### config.mk
export PLATFORM = sky130hd
export DESIGN_NAME = data_eeprom_access_ctrl
export DESIGN_NICKNAME = d
export VERILOG_FILES = /design/src/rtl/nv_pkg.sv /design/src/rtl/nv_array_if.sv /design/src/rtl/nv_array.sv /design/src/rtl/data_eeprom_access_ctrl.sv
export VERILOG_INCLUDE_DIRS = /design/src /design/src/rtl
export SDC_FILE = /design/constraint.sdc
export NUM_CORES = 1
export LEC_CHECK = 0
export ABC_AREA = 1
export BUFFER_PORTS_ARGS = -buffer_cell sky130_fd_sc_hd__buf_2
export CELL_PAD_IN_SITES_DETAIL_PLACEMENT = 1
export CELL_PAD_IN_SITES_GLOBAL_PLACEMENT = 1
export CORE_UTILIZATION = 49
export CTS_BUF_LIST = sky130_fd_sc_hd__clkbuf_8 sky130_fd_sc_hd__clkbuf_16
export DETAILED_ROUTE_END_ITERATION = 7
export PLACE_DENSITY_LB_ADDON = 0.1
export SLEW_MARGIN = 5
export SYNTH_ARGS = -nofsm -noshare
export SYNTH_HDL_FRONTEND = slang
export SYNTH_SLANG_ARGS = --single-unit
### constraint.sdc
create_clock -name clk -period 5.42 [get_ports clk]
set_input_delay 0.271 -clock clk [delete_from_list [all_inputs] [get_ports clk]]
set_output_delay 0.271 -clock clk [all_outputs]
set_load 0.005 [all_outputs]
### src/rtl/nv_cfg.svh
// Function
// - No array write happens unless write_permit is one.
// - Write-go with write_permit starts a write; hardware clears it when done.
// - No array read happens unless read_permit is one.
// - Read-go with read_permit starts a read; hardware clears it when done.
// - Data register holds the fetched byte until the next read or write.
// - Write duration is paced by the internal asynchronous write timer.
// - All four control bits reset to zero at power-on.
// - Bank pointer resets to zero, hiding the control register in bank 1.
// - Cycle end sets the completion flag and the multi-function flag.
// - Vector request needs global, completion and multi-function enables, stack not full.
// - Servicing clears only the multi-function flag; software clears the completion flag.
// - Array is 64 bytes with six address bits; upper address bits read zero.
// - Control register sits at 40H of bank 1, reached only indirectly.
`ifndef NV_CFG_SVH
`define NV_CFG_SVH

// ----------------------------------------
// Special function register addresses
// ----------------------------------------
`define SFR_NV_ADDRESS 8'h10
`define SFR_NV_DATA 8'h11
`define SFR_BANK_POINTER 8'h12
`define SFR_INDIRECT_POINTER_ONE 8'h13
`define SFR_INDIRECT_ACCESS 8'h14
`define SFR_IRQ_CTRL 8'h15

// ----------------------------------------
// Control register location and fields
// ----------------------------------------
`define NV_CTRL_BANK 8'h01
`define NV_CTRL_LOC 8'h40
`define NV_CTRL_WRITE_PERMIT_BIT 3
`define NV_CTRL_WRITE_GO_BIT 2
`define NV_CTRL_READ_PERMIT_BIT 1
`define NV_CTRL_READ_GO_BIT 0

// ----------------------------------------
// Interrupt control fields
// ----------------------------------------
`define IRQ_NV_ENABLE_BIT 0
`define IRQ_MF_ENABLE_BIT 1
`define IRQ_NV_FLAG_BIT 2
`define IRQ_MF_FLAG_BIT 3
`define IRQ_GLOBAL_ENABLE_BIT 4

// ----------------------------------------
// Reset values and timing
// ----------------------------------------
`define BANK_POINTER_RESET 8'h00
`define INDIRECT_POINTER_RESET 8'h00
`define NV_READ_CYCLES 4'h2
`define NV_WRITE_TICKS 4'h4

`endif

### src/rtl/nv_pkg.sv
package nv_pkg;
	typedef enum logic [1:0] {st_idle, st_reading, st_writing} nv_state_t;
	typedef logic [5:0] nv_addr_t;
	typedef logic [7:0] nv_byte_t;
endpackage

### src/rtl/nv_array_if.sv
interface nv_array_if;
	logic req_rd;
	logic req_wr;
	nv_pkg::nv_addr_t addr;
	nv_pkg::nv_byte_t wdata;
	nv_pkg::nv_byte_t rdata;
	logic done;
	modport ctrl (output req_rd, output req_wr, output addr, output wdata, input rdata, input done);
	modport mem (input req_rd, input req_wr, input addr, input wdata, output rdata, output done);
endinterface

### src/rtl/nv_array.sv
`include "nv_cfg.svh"

module nv_array (
	input wire logic clk,
	input wire logic rst,
	input wire logic write_timer_tick,
	nv_array_if.mem port
);
	nv_pkg::nv_state_t state_reg;
	nv_pkg::nv_state_t state_next;
	logic [3:0] cnt_reg;
	logic [3:0] cnt_next;
	logic done_reg;
	logic done_next;
	nv_pkg::nv_addr_t addr_reg;
	nv_pkg::nv_byte_t wdata_reg;
	nv_pkg::nv_byte_t rdata_reg;
	nv_pkg::nv_byte_t cell_reg [0:63];

	wire take_req = (state_reg == nv_pkg::st_idle) && (port.req_rd || port.req_wr);
	wire finish_wr = (state_reg == nv_pkg::st_writing) && done_next;
	wire finish_rd = (state_reg == nv_pkg::st_reading) && done_next;

	always_comb begin
		state_next = state_reg;
		cnt_next = cnt_reg;
		done_next = 1'b0;
		case (state_reg)
			nv_pkg::st_idle: begin
				cnt_next = 4'h0;
				if (port.req_rd) begin
					state_next = nv_pkg::st_reading;
				end else if (port.req_wr) begin
					state_next = nv_pkg::st_writing;
				end
			end
			nv_pkg::st_reading: begin
				cnt_next = cnt_reg + 4'h1;
				if (cnt_reg == `NV_READ_CYCLES - 4'h1) begin
					state_next = nv_pkg::st_idle;
					done_next = 1'b1;
				end
			end
			nv_pkg::st_writing: begin
				// Write timer ticks pace the write
				if (write_timer_tick) begin
					cnt_next = cnt_reg + 4'h1;
					if (cnt_reg == `NV_WRITE_TICKS - 4'h1) begin
						state_next = nv_pkg::st_idle;
						done_next = 1'b1;
					end
				end
			end
			default: begin
				state_next = nv_pkg::st_idle;
			end
		endcase
	end

	always_ff @(posedge clk) begin
		if (rst) begin
			state_reg <= nv_pkg::st_idle;
			cnt_reg <= 4'h0;
			done_reg <= 1'b0;
		end else begin
			state_reg <= state_next;
			cnt_reg <= cnt_next;
			done_reg <= done_next;
		end
	end

	// Request operands captured at start
	always_ff @(posedge clk) begin
		if (take_req) begin
			addr_reg <= port.addr;
			wdata_reg <= port.wdata;
		end
	end

	always_ff @(posedge clk) begin
		if (finish_wr) begin
			cell_reg[addr_reg] <= wdata_reg;
		end
	end

	always_ff @(posedge clk) begin
		if (rst) begin
			rdata_reg <= 8'h00;
		end else if (finish_rd) begin
			rdata_reg <= cell_reg[addr_reg];
		end
	end

	assign port.done = done_reg;
	assign port.rdata = rdata_reg;
endmodule

### src/rtl/data_eeprom_access_ctrl.sv
`include "nv_cfg.svh"

module data_eeprom_access_ctrl (
	input wire logic clk,
	input wire logic rst,
	input wire logic [7:0] sfr_addr,
	input wire logic sfr_wr,
	input wire logic sfr_rd,
	input wire logic [7:0] sfr_wdata,
	output logic [7:0] sfr_rdata,
	input wire logic write_timer_tick,
	input wire logic stack_full,
	input wire logic irq_ack,
	output logic irq_vector_req
);
	// ----------------------------------------
	// State
	// ----------------------------------------
	logic write_permit_reg;
	logic write_go_reg;
	logic read_permit_reg;
	logic read_go_reg;
	nv_pkg::nv_addr_t nv_address_reg;
	nv_pkg::nv_byte_t nv_data_reg;
	logic [7:0] bank_pointer_reg;
	logic [7:0] indirect_pointer_one_reg;
	logic nv_irq_enable_reg;
	logic mf_irq_enable_reg;
	logic nv_irq_flag_reg;
	logic mf_irq_flag_reg;
	logic global_irq_enable_reg;
	logic req_rd_reg;
	logic req_wr_reg;
	logic [7:0] sfr_rdata_reg;
	logic irq_vector_req_reg;

	nv_array_if arr ();

	function automatic logic [7:0] ctrl_image(input logic wp, input logic wg,
		input logic rp, input logic rg);
		logic [7:0] img;
		img = 8'h00;
		img[`NV_CTRL_WRITE_PERMIT_BIT] = wp;
		img[`NV_CTRL_WRITE_GO_BIT] = wg;
		img[`NV_CTRL_READ_PERMIT_BIT] = rp;
		img[`NV_CTRL_READ_GO_BIT] = rg;
		return img;
	endfunction

	// ----------------------------------------
	// Decode
	// ----------------------------------------
	wire ctrl_sel = (bank_pointer_reg == `NV_CTRL_BANK)
		&& (indirect_pointer_one_reg == `NV_CTRL_LOC);
	wire hit_ind = sfr_addr == `SFR_INDIRECT_ACCESS;
	wire wr_ctrl = sfr_wr && hit_ind && ctrl_sel;
	wire wr_addr = sfr_wr && (sfr_addr == `SFR_NV_ADDRESS);
	wire wr_data = sfr_wr && (sfr_addr == `SFR_NV_DATA);
	wire wr_bank = sfr_wr && (sfr_addr == `SFR_BANK_POINTER);
	wire wr_ptr = sfr_wr && (sfr_addr == `SFR_INDIRECT_POINTER_ONE);
	wire wr_irq = sfr_wr && (sfr_addr == `SFR_IRQ_CTRL);
	wire ops_idle = !write_go_reg && !read_go_reg;
	wire start_wr = wr_ctrl && sfr_wdata[`NV_CTRL_WRITE_GO_BIT]
		&& write_permit_reg && ops_idle;
	wire start_rd = wr_ctrl && sfr_wdata[`NV_CTRL_READ_GO_BIT] && read_permit_reg
		&& ops_idle && !sfr_wdata[`NV_CTRL_WRITE_GO_BIT];
	wire nv_flag_clr = wr_irq && !sfr_wdata[`IRQ_NV_FLAG_BIT];
	wire mf_flag_clr = (wr_irq && !sfr_wdata[`IRQ_MF_FLAG_BIT]) || irq_ack;
	wire irq_cond = global_irq_enable_reg && nv_irq_enable_reg && mf_irq_enable_reg
		&& mf_irq_flag_reg && !stack_full;
	wire [7:0] irq_image = {3'h0, global_irq_enable_reg, mf_irq_flag_reg,
		nv_irq_flag_reg, mf_irq_enable_reg, nv_irq_enable_reg};
	wire [7:0] ctrl_now = ctrl_image(write_permit_reg, write_go_reg,
		read_permit_reg, read_go_reg);
	wire [7:0] rd_mux =
		(sfr_addr == `SFR_NV_ADDRESS) ? {2'h0, nv_address_reg} :
		(sfr_addr == `SFR_NV_DATA) ? nv_data_reg :
		(sfr_addr == `SFR_BANK_POINTER) ? bank_pointer_reg :
		(sfr_addr == `SFR_INDIRECT_POINTER_ONE) ? indirect_pointer_one_reg :
		(sfr_addr == `SFR_INDIRECT_ACCESS && ctrl_sel) ? ctrl_now :
		(sfr_addr == `SFR_IRQ_CTRL) ? irq_image : 8'h00;

	// ----------------------------------------
	// Control register
	// ----------------------------------------
	always_ff @(posedge clk) begin
		if (rst) begin
			write_permit_reg <= 1'b0;
			read_permit_reg <= 1'b0;
			write_go_reg <= 1'b0;
			read_go_reg <= 1'b0;
		end else begin
			if (wr_ctrl) begin
				write_permit_reg <= sfr_wdata[`NV_CTRL_WRITE_PERMIT_BIT];
				read_permit_reg <= sfr_wdata[`NV_CTRL_READ_PERMIT_BIT];
			end
			if (start_wr) begin
				write_go_reg <= 1'b1;
			end else if (arr.done) begin
				write_go_reg <= 1'b0;
			end
			if (start_rd) begin
				read_go_reg <= 1'b1;
			end else if (arr.done) begin
				read_go_reg <= 1'b0;
			end
		end
	end

	always_ff @(posedge clk) begin
		if (rst) begin
			req_wr_reg <= 1'b0;
			req_rd_reg <= 1'b0;
		end else begin
			req_wr_reg <= start_wr;
			req_rd_reg <= start_rd;
		end
	end

	// ----------------------------------------
	// Direct registers
	// ----------------------------------------
	always_ff @(posedge clk) begin
		if (rst) begin
			nv_address_reg <= 6'h00;
			nv_data_reg <= 8'h00;
			bank_pointer_reg <= `BANK_POINTER_RESET;
			indirect_pointer_one_reg <= `INDIRECT_POINTER_RESET;
		end else begin
			if (wr_addr) begin
				nv_address_reg <= sfr_wdata[5:0];
			end
			if (arr.done && read_go_reg) begin
				nv_data_reg <= arr.rdata;
			end else if (wr_data) begin
				nv_data_reg <= sfr_wdata;
			end
			if (wr_bank) begin
				bank_pointer_reg <= sfr_wdata;
			end
			if (wr_ptr) begin
				indirect_pointer_one_reg <= sfr_wdata;
			end
		end
	end

	// ----------------------------------------
	// Interrupt flags
	// ----------------------------------------
	always_ff @(posedge clk) begin
		if (rst) begin
			nv_irq_enable_reg <= 1'b0;
			mf_irq_enable_reg <= 1'b0;
			global_irq_enable_reg <= 1'b0;
			nv_irq_flag_reg <= 1'b0;
			mf_irq_flag_reg <= 1'b0;
			irq_vector_req_reg <= 1'b0;
		end else begin
			if (wr_irq) begin
				nv_irq_enable_reg <= sfr_wdata[`IRQ_NV_ENABLE_BIT];
				mf_irq_enable_reg <= sfr_wdata[`IRQ_MF_ENABLE_BIT];
				global_irq_enable_reg <= sfr_wdata[`IRQ_GLOBAL_ENABLE_BIT];
			end
			// Set wins over clear
			nv_irq_flag_reg <= arr.done || (nv_irq_flag_reg && !nv_flag_clr);
			mf_irq_flag_reg <= arr.done || (mf_irq_flag_reg && !mf_flag_clr);
			irq_vector_req_reg <= irq_cond;
		end
	end

	always_ff @(posedge clk) begin
		if (rst) begin
			sfr_rdata_reg <= 8'h00;
		end else if (sfr_rd) begin
			sfr_rdata_reg <= rd_mux;
		end
	end

	assign arr.req_rd = req_rd_reg;
	assign arr.req_wr = req_wr_reg;
	assign arr.addr = nv_address_reg;
	assign arr.wdata = nv_data_reg;
	assign sfr_rdata = sfr_rdata_reg;
	assign irq_vector_req = irq_vector_req_reg;

	nv_array u_array (
		.clk(clk),
		.rst(rst),
		.write_timer_tick(write_timer_tick),
		.port(arr)
	);

	// ----------------------------------------
	// Assertions
	// ----------------------------------------
	property p_wr_needs_permit;
		@(posedge clk) disable iff (rst) $rose(write_go_reg) |-> $past(write_permit_reg);
	endproperty
	a_wr_needs_permit: assert property (p_wr_needs_permit)
		else $error("write started without write permit");

	property p_wr_start;
		@(posedge clk) disable iff (rst)
		(wr_ctrl && sfr_wdata[`NV_CTRL_WRITE_GO_BIT] && write_permit_reg && ops_idle)
		|=> write_go_reg && req_wr_reg ##1 !req_wr_reg;
	endproperty
	a_wr_start: assert property (p_wr_start)
		else $error("write go did not start a write");

	property p_rd_needs_permit;
		@(posedge clk) disable iff (rst) req_rd_reg |-> $past(read_permit_reg);
	endproperty
	a_rd_needs_permit: assert property (p_rd_needs_permit)
		else $error("read issued without read permit");

	property p_rd_latency;
		@(posedge clk) disable iff (rst) $rose(read_go_reg) |-> read_go_reg[*4] ##1 !read_go_reg;
	endproperty
	a_rd_latency: assert property (p_rd_latency)
		else $error("read cycle length wrong");

	property p_rd_data;
		@(posedge clk) disable iff (rst) (arr.done && read_go_reg) |=> nv_data_reg == $past(arr.rdata);
	endproperty
	a_rd_data: assert property (p_rd_data)
		else $error("data register not loaded by read");

	property p_done_flags;
		@(posedge clk) disable iff (rst)
		arr.done |=> nv_irq_flag_reg && mf_irq_flag_reg && !write_go_reg && !read_go_reg;
	endproperty
	a_done_flags: assert property (p_done_flags)
		else $error("completion did not set flags or clear go bits");

	property p_vector;
		@(posedge clk) disable iff (rst) irq_vector_req |-> $past(irq_cond);
	endproperty
	a_vector: assert property (p_vector)
		else $error("vector request without all conditions");

	property p_ack_keeps_nv_flag;
		@(posedge clk) disable iff (rst)
		(irq_ack && nv_irq_flag_reg && !wr_irq) |=> nv_irq_flag_reg && (!mf_irq_flag_reg || $past(arr.done));
	endproperty
	a_ack_keeps_nv_flag: assert property (p_ack_keeps_nv_flag)
		else $error("service acknowledge handled flags wrongly");

	property p_reset_state;
		@(posedge clk) rst |=> ctrl_now == 8'h00 && bank_pointer_reg == 8'h00;
	endproperty
	a_reset_state: assert property (p_reset_state)
		else $error("control or bank pointer not cleared by reset");

	property p_addr_upper;
		@(posedge clk) disable iff (rst) (sfr_rd && sfr_addr == `SFR_NV_ADDRESS)
		|=> sfr_rdata == {2'h0, $past(nv_address_reg)};
	endproperty
	a_addr_upper: assert property (p_addr_upper)
		else $error("address upper bits not zero");

	c_read: cover property (@(posedge clk) disable iff (rst) arr.done && read_go_reg);
	c_write: cover property (@(posedge clk) disable iff (rst) arr.done && write_go_reg);
	c_vector: cover property (@(posedge clk) disable iff (rst) irq_vector_req);
endmodule

==> results_dict.tcl <==
set metrics [dict create \
    status "complete, no violations" \
    p_per_area_nw_per_um2 340 \
    worstSetupStartpointType "register" \
    die-height_um 229 \
    worstSkewPairLatency_ns 0.60 \
    syn_area_per_cell_um2 10.9 \
    drv_slew 0 \
    ys_async_sr_fraction_pct 0 \
    grt_first_pass_wirelength_mm 109 \
    rsz0062_at_grt "no" \
    netlist_instances 2328 \
    synth_top_cell_area_share_pct 62.5 \
    cp.arrival_ns 3.76 \
    p_total_uw 9450 \
    fp.dieW_um 229 \
    worstSetupPathType "reg2reg" \
    switching_share_pct 20.0 \
    cts_resized 0 \
    slew-limit-headroom_pct 15.5 \
    cts_hold_buf 3 \
    drtAntennaViolNets 0 \
    internal_power_uw 7560 \
    gr-total-overflow 0 \
    start_util_pct 50.0 \
    use_met2_pct 45.5 \
    cp_data_required_time_ns 5.63 \
    drc_errors 0 \
    post_cts_buffers 0 \
    antenna_found_initial 0 \
    wl_per_cell_um 23.3 \
    synthTopCellsByArea "edfxtp_1 (63%), nand2_1 (11%), nand4_1 (8.4%)" \
    drt-pass1-iter-count 5 \
    drt-total-wl_mm 70.2 \
    synth_top_area_cell "edfxtp_1" \
    grt_max_degree 212 \
    final_cell_mix "nand2_1 (757), edfxtp_1 (526), nand4_1 (339)" \
    cts-root-buf "clkbuf_16" \
    via_per_inst 5.94 \
    yosysWarnings 0 \
    cts_tree "yes" \
    use_met3_pct 4.20 \
    n_antenna_cell 0 \
    area_delta_synth_final_pct 10.0 \
    grtUsageMet1_pct 36.6 \
    setup_viol 0 \
    cts_sinks 591 \
    grt_usage_pct 27.1 \
    hold_viol_final 0 \
    synth_seq_area_share_pct 67.7 \
    io_pins 32 \
    yosys_most_used_dff "edfxtp_1" \
    yosysUniqueCellTypes 37 \
    leakagePower_uw 0.0102 \
    switchingPower_uw 1890 \
    ir_drop_mv 0.284 \
    synth_seq_cells 591 \
    worstMarginPinSlew_ns 1.27 \
    timing.fmax_mhz 282 \
    coreArea_um2 50500 \
    synth-edff-count 526 \
    dieArea_um2 52500 \
    max_stage_delay_ns 1.03 \
    row_count 82 \
    grt_busiest_layer "met2" \
    cts_buffer_depth 3 \
    port_buffers 31 \
    vias 17900 \
    final_layout_size_suffix_gt1_share_pct 7.60 \
    cp_max_fo 206 \
    ctsHtreeMaxLevel 3 \
    layout_commonest_cell "nand2_1" \
    cp-end-kind "register" \
    cp_cell_sequence "buf_12, nand4_1, nor2_1" \
    period_minus_slack_ns 3.55 \
    final.setup.tns_ns 0 \
    syn_nets 2357 \
    numCtsBuffers 66 \
    largest_reg_flops 512 \
    seqPwrFrac_pct 52.0 \
    drv_cap 0 \
    drtIter0Drc 1271 \
    hp-class "in2reg" \
    place_congestion 0.855 \
    fin_crit_sh_pct 65.5 \
    p_comb_share_pct 1.5 \
    slowest_stage "nor2_1" \
    layout.nets 2323 \
    syn-cell-area_um2 25300 \
    fin_worst_skew_ns 0.0194 \
    p_clk_share_pct 46.5 \
    grt_pass1_vias 18600 \
    clk_pin_slew_ns 0.06 \
    dp_hpwl_mm 40.2 \
]
[kinds of logic after synthesis]
logic type	Yosys count	synth area share [%]
adders and majority gates	6	0.297
AOI/OAI and AO/OA	156	3.22
buffers and inverters	221	4.33
and+or+nand+nor	1354	24.5
DFF	591	67.7
[Yosys cell counts, types with 12 or more instances]
cell type and number:
o21ai_0 32, clkbuf_1 23, nor2_1 180, inv_1 53, nor3_1 12, buf_4 16
nand4_1 339, buf_2 108, dfxtp_1 65, a21oi_1 80, nand2_1 757, nand3_1 37
edfxtp_1 526, o21ai_1 27
[worst max-delay path: cells and delay by family, from the launching register on]
kind          cells  cell delay (ns)
buf+inv           1             0.71
flops             1             0.48
simple gates      2             1.94
[through the flow]
step | instance area (µm²) | setup slack (ns) | instances | utilization [%] | hold slack, ns
final | 27800 | 1.87 | 3013 | 55.1 | 0.0303
after global routing | 27800 | 1.73 | 3013 | 55.1 | 0.0318
after CTS | 27800 | 1.84 | 3013 | 55.1 | 0.00106
after detailed placement | 25600 | 1.83 | 2895 | 50.8 | 0.442
after global placement | 25600 | 1.97 | 2895 | 50.8 | 0.440
after floorplan | 25300 | 3.29 | 2328 | - | 0.348
[power groups by stage]
stage,clock [µW],combinational [µW],sequential (µW)
after floorplan,0,97.3,5000
after global placement,0,134,5000
after detailed placement,0,143,5010
after CTS,4450,145,4910
after global routing,4620,165,4910
final,4400,144,4910
[area by class of cell]
class	count	area, µm²
clock buffers	75	1810
clock inverters	40	313
fillers	5373	22700
inverters	61	248
multi-input cells	1516	7070
flip-flops and latches	591	17100
well taps	672	841
repair buffers	58	415
[worst paths after layout]
path	start	endpoint	slack, ns	cells past startpoint
hold / removal	sfr_wdata[5]	arr.wdata[5]	0.03	3
setup reg to reg	u_array.addr_reg[1]	u_array.cell_reg[39][0]	1.87	3
setup / recovery	u_array.addr_reg[1]	u_array.cell_reg[39][0]	1.87	3
hold reg to reg	sfr_rdata[6]	sfr_rdata[6]	0.46	2
[layer usage]
layer / wire (µm) / share of wire, %
met2: 34600 / 49
met1: 30700 / 44
met4: 1540 / 2.2
met3: 3390 / 4.8
met5: 0 / 0
Power figures use the tool's default switching activity.
